[src/common/flash_host_consts.svh]
// constants of the parallel nor flash host controller: offsets, fields, timing counts
// assumes the includer runs on a 200 MHz clock; all ns timings convert to cycle counts at that rate
`ifndef FLASH_HOST_CONSTS_SVH
`define FLASH_HOST_CONSTS_SVH

`define FH_CLK_MHZ 200
// least time in ns -> whole cycles, rounded up, never below one
`define FH_CYC_MIN(ns) (((((ns) * `FH_CLK_MHZ) + 999) / 1000) < 1 ? 1 : \
  ((((ns) * `FH_CLK_MHZ) + 999) / 1000))

// pin timing, ns; synchroniser depth in cycles
`define FH_T_SETUP_NS 10
`define FH_T_WP_NS 40
`define FH_T_WPH_NS 20
`define FH_T_ACC_NS 70
`define FH_T_GAP_NS 20
`define FH_T_RP_NS 500
`define FH_T_RH_NS 50
`define FH_SYNC_CYC 2

// avalon register word indices
`define FH_REG_ADDR 3'h0
`define FH_REG_DATA 3'h1
`define FH_REG_CTRL 3'h2
`define FH_REG_STATUS 3'h3
`define FH_REG_RDATA 3'h4

// control fields
`define FH_CTRL_OP_LSB 0
`define FH_CTRL_OP_MSB 2
`define FH_CTRL_BYTE_BIT 4

// status fields
`define FH_ST_BUSY 0
`define FH_ST_READY 1
`define FH_ST_TLIMIT 2
`define FH_ST_AUTOSEL 3
`define FH_ST_ERROR 4

// flash status bits
`define FH_POLL_BIT 7
`define FH_TLIMIT_BIT 5

// command defaults (word-mode addresses)
`define FH_UNLOCK1_ADDR 18'h00555
`define FH_UNLOCK1_DATA 16'h00aa
`define FH_UNLOCK2_ADDR 18'h002aa
`define FH_UNLOCK2_DATA 16'h0055
`define FH_PROG_CMD 16'h00a0
`define FH_AUTOSEL_CMD 16'h0090
`define FH_RESET_CMD 16'h00f0
`define FH_POLL_LIMIT 16'hffff

`endif

[src/common/flash_host_pkg.sv]
// types shared by the flash host controller
// assumes flash_host_consts.svh for all numeric values
package flash_host_pkg;
  // operation codes written to the control register, in this order from zero
  typedef enum logic [2:0] {
    OP_NONE, OP_READ, OP_PROGRAM, OP_AUTOSEL, OP_RESET, OP_HWRESET
  } op_t;
endpackage

[src/rtl/flash_host.sv]
// host controller for an asynchronous parallel nor flash, avalon-mm slave to software
// assumes one 200 MHz clock; all flash pins are outside this clock's domain
// Contract
// device refuses program and erase in protected sectors until unprotected.
// high voltage on reset pin makes protected sectors temporarily writable.
// removing high voltage re-protects sectors; stored protection flags unchanged.
// new devices ship with every sector unprotected.
// below supply lockout the device ignores writes and stays reset.
// write cycle only with chip select and write low, output gate high.
// strobes low at power-up give no command; device starts in read-array.
// wrong address, data or order returns device to read-array.
// address latched on later falling strobe, data on earlier rising strobe.
// read-array after power-up and after embedded algorithm completion.
// erase-suspend reads give status inside suspended sectors, array elsewhere.
// host writes reset command after time-limit flag or while in autoselect.
// reset command returns to read-array whatever the address bits.
// reset aborts a partial sequence; ignored once embedded operation runs.
// two unlocks then autoselect command; then any reads, any address.
// autoselect offset 00h gives maker code, 01h word/02h byte device code.
// autoselect offset 02h word/04h byte gives sector protection 01h/00h.
// host issues reset command to leave autoselect; device stays until then.
// program is two unlocks, set-up command, then address and data.
// after programming device returns to read-array; progress on status bits.
// command writes ignored while programming; hardware reset aborts at once.
// programming only clears bits; raising a zero may set time-limit flag.
// reset during program or erase keeps ready/busy low until done.
// unlock addresses, data and command codes are design parameters.
//
// Chosen here: the placing of the registers and register access over Avalon-MM.
`timescale 1ns/10ps
`include "flash_host_consts.svh"
module flash_host #(
  parameter int ADDR_W = 18,
  parameter int DATA_W = 16,
  parameter logic [17:0] UNLOCK1_ADDR = `FH_UNLOCK1_ADDR,
  parameter logic [15:0] UNLOCK1_DATA = `FH_UNLOCK1_DATA,
  parameter logic [17:0] UNLOCK2_ADDR = `FH_UNLOCK2_ADDR,
  parameter logic [15:0] UNLOCK2_DATA = `FH_UNLOCK2_DATA,
  parameter logic [15:0] PROG_CMD = `FH_PROG_CMD,
  parameter logic [15:0] AUTOSEL_CMD = `FH_AUTOSEL_CMD,
  parameter logic [15:0] RESET_CMD = `FH_RESET_CMD,
  parameter logic [15:0] POLL_LIMIT = `FH_POLL_LIMIT
) (
  input wire logic mclk_in,
  input wire logic rstn_in,
  input wire logic [2:0] avs_address_in,
  input wire logic avs_read_in,
  input wire logic avs_write_in,
  input wire logic [31:0] avs_writedata_in,
  output logic [31:0] avs_readdata_out,
  output logic avs_waitrequest_out,
  output logic [ADDR_W-1:0] flash_addr_out,
  input wire logic [DATA_W-1:0] flash_dq_in,
  output logic [DATA_W-1:0] flash_dq_out,
  output logic flash_dq_oe_out,
  output logic flash_ce_n_out,
  output logic flash_we_n_out,
  output logic flash_oe_n_out,
  output logic flash_byte_n_out,
  output logic flash_reset_n_out,
  input wire logic ready_busy_in
);
  localparam logic [15:0] RP_C = 16'(`FH_CYC_MIN(`FH_T_RP_NS));
  localparam logic [15:0] RH_C = 16'(`FH_CYC_MIN(`FH_T_RH_NS));

  typedef enum logic [2:0] {S_IDLE, S_STEP, S_WAIT, S_POLL, S_POLL_WAIT, S_HWRST, S_HWREC} st_t;

  st_t st_q, st_d;
  flash_host_pkg::op_t op_q, op_d;
  logic [2:0] idx_q, idx_d, prev_idx_q, prev_idx_d;
  logic [ADDR_W-1:0] addr_q, addr_d;
  logic [DATA_W-1:0] data_q, data_d, rdata_q, rdata_d;
  logic byte_q, byte_d, autosel_q, autosel_d, tlimit_q, tlimit_d, err_q, err_d;
  logic tl_seen_q, tl_seen_d, rst_n_q, rst_n_d, byte_n_q, byte_n_d;
  logic [15:0] cnt_q, cnt_d;
  logic wait_q, wait_d;
  logic [31:0] rd_q, rd_d;
  logic cyc_start_q, cyc_start_d, cyc_write_q, cyc_write_d;
  logic [ADDR_W-1:0] cyc_addr_q, cyc_addr_d;
  logic [DATA_W-1:0] cyc_wdata_q, cyc_wdata_d;
  logic cyc_done;
  logic [DATA_W-1:0] cyc_rdata;
  logic rb_s1_q, rb_s2_q;
  logic accept, wr_take, tl_fail;
  logic [ADDR_W+DATA_W:0] step;

  // one step of a command sequence: {is_write, address, data}
  function automatic logic [ADDR_W+DATA_W:0] step_of(input flash_host_pkg::op_t op,
      input logic [2:0] idx, input logic [ADDR_W-1:0] ua, input logic [DATA_W-1:0] ud,
      input logic bm);
    logic [ADDR_W-1:0] a1;
    logic [ADDR_W-1:0] a2;
    a1 = bm ? ADDR_W'({UNLOCK1_ADDR, 1'b0}) : ADDR_W'(UNLOCK1_ADDR);
    a2 = bm ? ADDR_W'({UNLOCK2_ADDR, 1'b0}) : ADDR_W'(UNLOCK2_ADDR);
    step_of = {1'b1, ua, DATA_W'(RESET_CMD)};       // reset needs no address
    if (op == flash_host_pkg::OP_READ) begin
      step_of = {1'b0, ua, ud};
    end else if (op == flash_host_pkg::OP_PROGRAM || op == flash_host_pkg::OP_AUTOSEL) begin
      case (idx)
        3'h1: step_of = {1'b1, a1, DATA_W'(UNLOCK1_DATA)};
        3'h2: step_of = {1'b1, a2, DATA_W'(UNLOCK2_DATA)};
        3'h3: step_of = {1'b1, a1, (op == flash_host_pkg::OP_PROGRAM) ?
          DATA_W'(PROG_CMD) : DATA_W'(AUTOSEL_CMD)};
        3'h4: step_of = {1'b1, ua, ud};
        default: step_of = {1'b1, ua, DATA_W'(RESET_CMD)};
      endcase
    end
  endfunction

  // avalon register read view
  function automatic logic [31:0] reg_read(input logic [2:0] a);
    reg_read = 32'h0000_0000;
    case (a)
      `FH_REG_ADDR: reg_read = 32'(addr_q);
      `FH_REG_DATA: reg_read = 32'(data_q);
      `FH_REG_CTRL: reg_read = 32'({byte_q, 1'b0, op_q});
      `FH_REG_STATUS: reg_read = {16'(rdata_q), 11'h000, err_q, autosel_q, tl_seen_q,
        rb_s2_q, (st_q != S_IDLE)};
      `FH_REG_RDATA: reg_read = 32'(rdata_q);
      default: reg_read = 32'h0000_0000;
    endcase
  endfunction

  assign step = step_of(op_q, idx_q, addr_q, data_q, byte_q);
  // a start while busy is held off by waitrequest, never dropped
  assign accept = (avs_read_in || avs_write_in) && wait_q &&
    !(avs_write_in && avs_address_in == `FH_REG_CTRL && st_q != S_IDLE);
  assign wr_take = avs_write_in && !wait_q;

  // sequencer: command steps, polling, hardware reset
  always_comb begin
    st_d = st_q;
    op_d = op_q;
    idx_d = idx_q;
    prev_idx_d = prev_idx_q;
    addr_d = addr_q;
    data_d = data_q;
    rdata_d = rdata_q;
    byte_d = byte_q;
    autosel_d = autosel_q;
    tlimit_d = tlimit_q;
    err_d = err_q;
    tl_seen_d = tl_seen_q;
    rst_n_d = rst_n_q;
    cnt_d = cnt_q;
    cyc_start_d = 1'b0;
    cyc_write_d = cyc_write_q;
    cyc_addr_d = cyc_addr_q;
    cyc_wdata_d = cyc_wdata_q;
    tl_fail = 1'b0;
    wait_d = !accept;
    rd_d = accept ? reg_read(avs_address_in) : rd_q;
    if (wr_take && avs_address_in == `FH_REG_ADDR) addr_d = ADDR_W'(avs_writedata_in);
    if (wr_take && avs_address_in == `FH_REG_DATA) data_d = DATA_W'(avs_writedata_in);
    case (st_q)
      S_IDLE: if (wr_take && avs_address_in == `FH_REG_CTRL) begin
        op_d = flash_host_pkg::op_t'(avs_writedata_in[`FH_CTRL_OP_MSB:`FH_CTRL_OP_LSB]);
        byte_d = avs_writedata_in[`FH_CTRL_BYTE_BIT];
        err_d = 1'b0;
        tlimit_d = 1'b0;
        cnt_d = 16'h0000;
        // leave autoselect with a reset command before programming
        idx_d = (op_d == flash_host_pkg::OP_AUTOSEL ||
          (op_d == flash_host_pkg::OP_PROGRAM && !autosel_q)) ? 3'h1 : 3'h0;
        prev_idx_d = 3'h7;
        if (op_d == flash_host_pkg::OP_HWRESET) begin
          rst_n_d = 1'b0;
          cnt_d = RP_C;
          st_d = S_HWRST;
        end else if (op_d != flash_host_pkg::OP_NONE) begin
          st_d = S_STEP;
        end
      end
      S_STEP: begin
        cyc_start_d = 1'b1;
        cyc_write_d = step[ADDR_W+DATA_W];
        cyc_addr_d = step[ADDR_W+DATA_W-1:DATA_W];
        cyc_wdata_d = step[DATA_W-1:0];
        prev_idx_d = idx_q;
        st_d = S_WAIT;
      end
      S_WAIT: if (cyc_done) begin
        if (!cyc_write_q) rdata_d = cyc_rdata;
        if (cyc_write_q && cyc_wdata_q == DATA_W'(RESET_CMD)) autosel_d = 1'b0;
        if (op_q == flash_host_pkg::OP_AUTOSEL && idx_q == 3'h3) autosel_d = 1'b1;
        if (op_q == flash_host_pkg::OP_PROGRAM && idx_q == 3'h4) begin
          st_d = S_POLL;
        end else if (op_q == flash_host_pkg::OP_PROGRAM ||
            (op_q == flash_host_pkg::OP_AUTOSEL && idx_q != 3'h3)) begin
          idx_d = idx_q + 3'h1;
          st_d = S_STEP;
        end else begin
          st_d = S_IDLE;
        end
      end
      // data polling: the status bit matches the written data once done
      S_POLL: begin
        cyc_start_d = 1'b1;
        cyc_write_d = 1'b0;
        cyc_addr_d = addr_q;
        cnt_d = cnt_q + 16'h0001;
        st_d = S_POLL_WAIT;
      end
      S_POLL_WAIT: if (cyc_done) begin
        rdata_d = cyc_rdata;
        if (cyc_rdata[`FH_POLL_BIT] == data_q[`FH_POLL_BIT]) begin
          st_d = S_IDLE;
        end else if (tlimit_q || cnt_q == POLL_LIMIT) begin
          // time-limit flag confirmed or poll limit reached: recover the device with a reset command
          tl_fail = tlimit_q;
          err_d = 1'b1;
          op_d = flash_host_pkg::OP_RESET;
          idx_d = 3'h0;
          st_d = S_STEP;
        end else begin
          tlimit_d = cyc_rdata[`FH_TLIMIT_BIT];   // one more read confirms it
          tl_seen_d = tl_seen_q | cyc_rdata[`FH_TLIMIT_BIT];
          st_d = S_POLL;
        end
      end
      S_HWRST: begin
        cnt_d = cnt_q - 16'h0001;
        if (cnt_q == 16'h0001) begin
          rst_n_d = 1'b1;
          cnt_d = RH_C;
          st_d = S_HWREC;
        end
      end
      // wait for the recovery time and for the ready/busy pin to go high
      S_HWREC: begin
        autosel_d = 1'b0;
        cnt_d = (cnt_q == 16'h0000) ? cnt_q : cnt_q - 16'h0001;
        if (cnt_q == 16'h0000 && rb_s2_q) st_d = S_IDLE;
      end
      default: st_d = S_IDLE;
    endcase
    byte_n_d = !byte_d;                // width pin is low for byte mode
  end

  // registers of the sequencer and the avalon slave
  always_ff @(posedge mclk_in or negedge rstn_in) begin
    if (!rstn_in) begin
      st_q <= S_IDLE;
      op_q <= flash_host_pkg::OP_NONE;
      idx_q <= 3'h0;
      prev_idx_q <= 3'h7;
      addr_q <= '0;
      data_q <= '0;
      rdata_q <= '0;
      byte_q <= 1'b0;
      autosel_q <= 1'b0;
      tlimit_q <= 1'b0;
      err_q <= 1'b0;
      tl_seen_q <= 1'b0;
      rst_n_q <= 1'b1;
      byte_n_q <= 1'b1;
      cnt_q <= 16'h0000;
      wait_q <= 1'b1;
      rd_q <= 32'h0000_0000;
      cyc_start_q <= 1'b0;
      cyc_write_q <= 1'b0;
      cyc_addr_q <= '0;
      cyc_wdata_q <= '0;
      rb_s1_q <= 1'b0;
      rb_s2_q <= 1'b0;
    end else begin
      st_q <= st_d;
      op_q <= op_d;
      idx_q <= idx_d;
      prev_idx_q <= prev_idx_d;
      addr_q <= addr_d;
      data_q <= data_d;
      rdata_q <= rdata_d;
      byte_q <= byte_d;
      autosel_q <= autosel_d;
      tlimit_q <= tlimit_d;
      err_q <= err_d;
      tl_seen_q <= tl_seen_d;
      rst_n_q <= rst_n_d;
      byte_n_q <= byte_n_d;
      cnt_q <= cnt_d;
      wait_q <= wait_d;
      rd_q <= rd_d;
      cyc_start_q <= cyc_start_d;
      cyc_write_q <= cyc_write_d;
      cyc_addr_q <= cyc_addr_d;
      cyc_wdata_q <= cyc_wdata_d;
      rb_s1_q <= ready_busy_in;
      rb_s2_q <= rb_s1_q;
    end
  end

  assign avs_readdata_out = rd_q;
  assign avs_waitrequest_out = wait_q;
  assign flash_byte_n_out = byte_n_q;
  assign flash_reset_n_out = rst_n_q;

  // pin timing lives in the cycle engine
  flash_bus_cycle #(.ADDR_W(ADDR_W), .DATA_W(DATA_W)) u_cycle (
    .mclk_in(mclk_in),
    .rstn_in(rstn_in),
    .start_in(cyc_start_q),
    .write_in(cyc_write_q),
    .addr_in(cyc_addr_q),
    .wdata_in(cyc_wdata_q),
    .dq_in(flash_dq_in),
    .done_out(cyc_done),
    .rdata_out(cyc_rdata),
    .ce_n_out(flash_ce_n_out),
    .we_n_out(flash_we_n_out),
    .oe_n_out(flash_oe_n_out),
    .addr_out(flash_addr_out),
    .dq_out(flash_dq_out),
    .dq_oe_out(flash_dq_oe_out)
  );
endmodule // flash_host

[src/rtl/flash_bus_cycle.sv]
// one asynchronous bus cycle (read or write) on the flash pins
// assumes start_in is a one-cycle pulse given only while idle; dq_in is asynchronous
`timescale 1ns/10ps
`include "flash_host_consts.svh"
module flash_bus_cycle #(
  parameter int ADDR_W = 18,
  parameter int DATA_W = 16
) (
  input wire logic mclk_in,
  input wire logic rstn_in,
  input wire logic start_in,
  input wire logic write_in,
  input wire logic [ADDR_W-1:0] addr_in,
  input wire logic [DATA_W-1:0] wdata_in,
  input wire logic [DATA_W-1:0] dq_in,
  output logic done_out,
  output logic [DATA_W-1:0] rdata_out,
  output logic ce_n_out,
  output logic we_n_out,
  output logic oe_n_out,
  output logic [ADDR_W-1:0] addr_out,
  output logic [DATA_W-1:0] dq_out,
  output logic dq_oe_out
);
  localparam logic [7:0] SETUP_C = 8'(`FH_CYC_MIN(`FH_T_SETUP_NS));
  localparam logic [7:0] WP_C = 8'(`FH_CYC_MIN(`FH_T_WP_NS));
  localparam logic [7:0] WPH_C = 8'(`FH_CYC_MIN(`FH_T_WPH_NS));
  localparam logic [7:0] RD_C = 8'(`FH_CYC_MIN(`FH_T_ACC_NS) + `FH_SYNC_CYC + 1);
  localparam logic [7:0] GAP_C = 8'(`FH_CYC_MIN(`FH_T_GAP_NS));

  typedef enum logic [2:0] {C_IDLE, C_SETUP, C_PULSE, C_HOLD, C_READ, C_GAP} cyc_state_t;

  cyc_state_t st_q, st_d;
  logic [7:0] cnt_q, cnt_d;
  logic [DATA_W-1:0] dq_s1_q, dq_s2_q;
  logic done_d, ce_n_d, we_n_d, oe_n_d, dq_oe_d;
  logic [DATA_W-1:0] rdata_d, dq_d;
  logic [ADDR_W-1:0] addr_d;

  // write strobe only falls inside an asserted chip select with output gate high
  always_comb begin
    st_d = st_q;
    cnt_d = cnt_q - 8'h01;
    done_d = 1'b0;
    ce_n_d = ce_n_out;
    we_n_d = 1'b1;
    oe_n_d = oe_n_out;
    dq_oe_d = dq_oe_out;
    rdata_d = rdata_out;
    dq_d = dq_out;
    addr_d = addr_out;
    case (st_q)
      C_IDLE: begin
        cnt_d = cnt_q;
        if (start_in) begin
          addr_d = addr_in;
          ce_n_d = 1'b0;
          dq_d = wdata_in;
          oe_n_d = write_in;
          dq_oe_d = write_in;
          st_d = write_in ? C_SETUP : C_READ;
          cnt_d = write_in ? SETUP_C : RD_C;
        end
      end
      C_SETUP: if (cnt_q == 8'h01) begin
        we_n_d = 1'b0;
        st_d = C_PULSE;
        cnt_d = WP_C;
      end
      C_PULSE: begin
        we_n_d = (cnt_q == 8'h01);
        if (cnt_q == 8'h01) begin
          st_d = C_HOLD;
          cnt_d = WPH_C;
        end
      end
      C_HOLD: if (cnt_q == 8'h01) begin
        ce_n_d = 1'b1;
        st_d = C_GAP;
        cnt_d = GAP_C;
      end
      C_READ: if (cnt_q == 8'h01) begin
        rdata_d = dq_s2_q;            // data settled through the synchroniser
        ce_n_d = 1'b1;
        oe_n_d = 1'b1;
        st_d = C_GAP;
        cnt_d = GAP_C;
      end
      C_GAP: begin
        dq_oe_d = 1'b0;
        oe_n_d = 1'b1;
        if (cnt_q == 8'h01) begin
          done_d = 1'b1;
          st_d = C_IDLE;
        end
      end
      default: st_d = C_IDLE;
    endcase
  end

  // pins idle deselected; dq inputs pass two flops before use
  always_ff @(posedge mclk_in or negedge rstn_in) begin
    if (!rstn_in) begin
      st_q <= C_IDLE;
      cnt_q <= 8'h00;
      done_out <= 1'b0;
      ce_n_out <= 1'b1;
      we_n_out <= 1'b1;
      oe_n_out <= 1'b1;
      dq_oe_out <= 1'b0;
      rdata_out <= '0;
      dq_out <= '0;
      addr_out <= '0;
      dq_s1_q <= '0;
      dq_s2_q <= '0;
    end else begin
      st_q <= st_d;
      cnt_q <= cnt_d;
      done_out <= done_d;
      ce_n_out <= ce_n_d;
      we_n_out <= we_n_d;
      oe_n_out <= oe_n_d;
      dq_oe_out <= dq_oe_d;
      rdata_out <= rdata_d;
      dq_out <= dq_d;
      addr_out <= addr_d;
      dq_s1_q <= dq_in;
      dq_s2_q <= dq_s1_q;
    end
  end
endmodule // flash_bus_cycle

[config.mk]
export PLATFORM = sky130hd
export DESIGN_NAME = flash_host
export DESIGN_NICKNAME = d
export VERILOG_FILES = /design/src/common/flash_host_pkg.sv /design/src/rtl/flash_host.sv /design/src/rtl/flash_bus_cycle.sv
export VERILOG_INCLUDE_DIRS = /design/src /design/src/common
export SDC_FILE = /design/constraint.sdc
export NUM_CORES = 1
export LEC_CHECK = 0
export BUFFER_PORTS_ARGS = -buffer_cell sky130_fd_sc_hd__buf_2
export CAP_MARGIN = 20
export CORE_MARGIN = 2
export CORE_UTILIZATION = 55
export CTS_BUF_LIST = sky130_fd_sc_hd__clkbuf_2 sky130_fd_sc_hd__clkbuf_4 sky130_fd_sc_hd__clkbuf_8
export DETAILED_ROUTE_END_ITERATION = 7
export GPL_ROUTABILITY_DRIVEN = 0
export GPL_TIMING_DRIVEN = 0
export PLACE_DENSITY_LB_ADDON = 0.1
export SKIP_CTS_REPAIR_TIMING = 1
export SLEW_MARGIN = 20
export SYNTH_ARGS = -nofsm -noshare
export SYNTH_HDL_FRONTEND = slang
export SYNTH_HIERARCHICAL = 1
export SYNTH_SLANG_ARGS = --single-unit
[constraint.sdc]
create_clock -name mclk_in -period 2.45 [get_ports mclk_in]
set_input_delay 0.245 -clock mclk_in [delete_from_list [all_inputs] [get_ports mclk_in]]
set_output_delay 0.245 -clock mclk_in [all_outputs]
set_load 0.01 [all_outputs]
Word level (Yosys, flattened, before mapping)
Index checks and enable logic that the tools add are counted.
- register bits after elaboration: 251
- bits of input ports: 56
- output and inout bits: 73
- word-level logic and storage cells: 237
- $add $sub $neg: 4
- eq/ne operators: 52
- mux-type cells: 86
- bitwise gates (word level): 3
- reduce and logical (&&, ||, !) cells: 58
- operators with widths (kind ; count):
    32-bit one-hot mux with 5 select lines ; 1
    34-bit one-hot mux with 4 select lines ; 1
    16-bit 2-to-1 mux ; 6
    3-bit 2-to-1 mux ; 24
    16-bit one-hot mux with 4 select lines ; 1
    3-bit by 2-bit equality test with 1-bit output, second input constant ; 12
    18-bit one-hot mux with 2 select lines ; 1
    35-bit 2-to-1 mux ; 1
    34-bit 2-to-1 mux ; 1
    16-bit one-hot mux with 2 select lines ; 1
    3-bit equality test, second input constant ; 8
    1-bit 2-to-1 mux ; 24
    8-bit 2-to-1 mux ; 3
    2-bit != test, second input constant ; 12
    8-bit one-hot mux with 3 select lines ; 1
    3-bit one-hot mux with 7 select lines ; 1
    16-bit by 1-bit adder with 16-bit output, second input constant ; 1
    16-bit by 1-bit equality test with 1-bit output, second input constant ; 1
    16-bit equality test, second input constant ; 1
    16-bit by 8-bit equality test with 1-bit output, second input constant ; 1
    16-bit logical NOT ; 1
    1-bit one-hot mux with 2 select lines ; 8
    16-bit by 1-bit subtractor with 16-bit output, second input constant ; 1
    3-bit by 1-bit equality test with 1-bit output, second input constant ; 5
    34 further kinds ; 86

Logic depth before layout (Yosys ltp)
- depth after elaboration: 7
- depth in mapped cells: 8
- mapped depth without buffers: 7

Cells and area by module
The synthesis kept the hierarchy.
- by module, submodules not included (module ; instances ; cells each ; area an instance (um2) ; sequential area each (um2)):
    flash_host ; 1 ; 809 ; 7912.6 ; 3832.4
    flash_bus_cycle ; 1 ; 249 ; 3711.1 ; 2456.1

Worst setup path after synthesis
No wires, ideal clock.
- path kind: reg-to-reg
- from: register, netlist name cnt_q[4]
- to: register, netlist name cnt_q[15]
- setup time: 0.126 ns
- arrival time: 1.884 ns
- required time: 2.324 ns
- path slack: 0.441 ns
- cell stages (with the launch flop): 7
- buffers on the path: 1
- period minus slack after synthesis: 2.009 ns
- cell sequence: dfrtp_1 -> buf_6 -> nor4_4 -> nand4_4 -> a21oi_4 -> o21ai_1 -> a221o_1

==> out/metrics.yaml <==
status: "completed"
whs_path_depth: 2
synth_area_um2: 11600
synth_cell_types: 81
htree_levels: 2
rows: 53
max_freq_ghz: 0.423
antenna_found_initial: 1
hold_violations: 0
yosysMostFrequentCell: "dfrtp_1"
overflow: 0
track_usage: 0.265
power_frac_comb: 0.316
drt-total-wl_um: 29400
clock_latency_ns: 0.56
ant_nets: 0
worst_pin_slew_ns: 0.799
first_pass_iters: 5
slowest_stage: "nand3b_1"
synthesis.nets: 1125
setup_tns_ns: 0
clk_pin_slew_worst_paths_ns: 0.06
cts_root_buffer: "clkbuf_8"
die_x_um: 149
drt_iter0_markers: 730
cts_inserted_buffers: 41
ys.flop_type: "dfrtp_1"
viasPerCell: 5.85
cp_data_required_time_ns: 2.92
start_util: 0.556
syn2layout_area_growth_pct: 19.5
cts_tree: "done"
pre_cts_ws_ns: -0.0847
crit_top_cell: "clkbuf_1"
setup_ws_ns: 0.0856
core_um2: 20900
max_stage_delay_ns: 0.44
hold_class: "in2reg"
synth-seq-cells: 251
dieArea_um2: 22300
fin_nets: 1317
setup_viol: 0
yosysSeqAreaShare: 0.541
syn_inst: 1058
yosysWarnings: 6
rr_startpoint: "st_q[2]"
crit_fanout: 10
min_to: "op_q[0]"
grt_max_degree: 100
clock_power_share: 0.265
worstPathArrival_ns: 2.83
grt_pass1_vias: 8521
antenna_cells: 0
avgRoutedWirePerCell_um: 18.9
synth_top_area_frac: 0.527
relSlewSlack: 0.464
drc_errors: 0
path_class: "reg2reg"
syn_area_per_cell_um2: 11.0
worstSetupEndpointType: "flop"
r2r_end: "cyc_addr_q[8]"
synth_area_leaders: "dfrtp_1 (53%), mux2_2 (8.7%), nand2_1 (4.5%)"
power_frac_seq: 0.419
reg2regPathDepth: 7
finish.utilization: 0.665
cts.sinks: 251
via_count: 9083
synth_top_area_cell: "dfrtp_1"
p_sw_frac: 0.359
yosys-top-cells-count: "dfrtp_1 (245), nand2_1 (138), mux2_2 (90)"
setup.worst_path.start_class: "flop"
power.internal_mw: 9.40
rsz0062_at_grt: "yes"
powerDensity_nw_per_um2: 1060
p_switching_mw: 5.26
fin_worst_skew_ns: 0.0176
post-route-period-util: 0.965
leakage_nw: 6.45
post-route-min-period_ns: 2.36
rrSetupSlack_ns: 0.09
grt_first_pass_wirelength_um: 46300
cts_max_path_buffers: 3
ioPinCount: 129
portBuffers: 112
drv_slew: 0
power_mw: 14.7
vdd_drop_max_uv: 541
synth-edff-count: 0
path_cells: "clkbuf_1 > buf_2 > nand3b_1 > nand3_2 > clkbuf_1 > nand2_1 > a21oi_1"
drive_gt1_frac: 0.275
ys_async_sr_fraction: 1.00
hpwl_um: 21000
min_from: "avs_writedata_in[0]"
die_y_um: 149
drv_cap: 0
==> cells by family (layout without fill, tap and decap cells) <==
family,Yosys count,in the layout,synth area share
AO/OA/AOI/OAI,242,242,0.138
XOR/XNOR,7,7,0.00527
adder cells (fa/ha/maj),11,11,0.0118
buffers and inverters,88,307,0.0342
flip-flops,251,251,0.541
multiplexers,123,123,0.122
AND/OR/NAND/NOR,336,336,0.147
==> power groups by stage <==
| stage | registers [mW] | clock network (mW) | logic, mW |
|---|---|---|---|
| 2_1_floorplan | 5.96 | 0 | 3.13 |
| 3_3_place_gp | 6.14 | 0 | 4.33 |
| 3_5_place_dp | 6.18 | 0 | 4.43 |
| 4_1_cts | 6.12 | 3.98 | 4.46 |
| 5_1_grt | 6.27 | 4.18 | 5.11 |
| 6_report | 6.14 | 3.89 | 4.64 |
==> layer usage <==
layer | part of all wire | wire, um | global-route usage
met1 | 0.46 | 13500 | 0.391
met2 | 0.45 | 13200 | 0.402
met3 | 0.065 | 1910 | 0.0492
met4 | 0.027 | 792 | 0.0795
met5 | 0.00041 | 12 | 0
==> registers in the layout, indices dropped and copies added (netlist names), 3 cells and up <==
register and cells:
idx_q 3, rdata_q 16, addr_q 18, cyc_addr_q 18, u_cycle/st_q 3, u_cycle/dq_out 16, u_cycle/cnt_q 8, u_cycle/rdata_out 16
st_q 3, op_q 3, u_cycle/dq_s2_q 16, u_cycle/dq_s1_q 16, avs_readdata_out 32, cyc_wdata_q 16, data_q 16, u_cycle/addr_out 18
cnt_q 16
==> cell type report <==
cell class / count / area (um2)
plain buffers: 65 / 320
clock buffers: 62 / 772
clock inverters: 8 / 109
fillers: 1673 / 6990
inverters: 23 / 86.3
multi-input cells: 719 / 5000
flip-flops and latches: 251 / 6290
well taps: 275 / 344
repair buffers: 149 / 973
==> worst max-delay path, delay by kind of cell (launching register included) <==
kind	cells	cell delay (ns)
buffers and inverters	3	0.83
DFF	1	0.38
AOI/OAI and AO/OA	1	0.15
and+or+nand+nor	3	0.91
==> layout by cell type, fill, tap and decap left out, types with 16 or more instances in the layout <==
cell           synthesis  routed
buf_2                 14     125
clkbuf_1              39      35
dfrtp_1              245     244
nand3_1               34      33
nor2_1                53      52
inv_1                 23      23
mux2i_1               20      20
mux2_2                90      90
nand2_1              138     138
o31ai_1               16      16
o21ai_0               69      69
dlygate4sd3_1          0      34
a21oi_1               43      43
clkbuf_8               0      49
==> worst max-delay path by stage <==
| stage | from | end | slack [ns] | cells past startpoint |
|---|---|---|---|---|
| after floorplan | cnt_q[4] | cnt_q[15] | 0.44 | 6 |
| after CTS | cnt_q[0] | op_q[0] | -0.09 | 6 |
| after global routing | st_q[1] | avs_readdata_out[1] | -0.01 | 7 |
| after global placement | rstn_in | cnt_q[13] | -3.29 | 1 |
| after detailed placement | cnt_q[0] | op_q[0] | -0.08 | 6 |
| final | st_q[2] | cyc_addr_q[8] | 0.09 | 7 |
==> through the flow <==
stage          hold slack (ns)  area [um2]  instances
6_report                0.0331       13900       1552
5_1_grt                0.00924       13900       1552
4_1_cts                 -0.349       13500       1517
3_5_place_dp             0.233       12600       1447
3_3_place_gp             0.332       12500       1445
2_1_floorplan          -0.0506       11600       1058
Note: power is estimated with default switching activity, not from simulation.
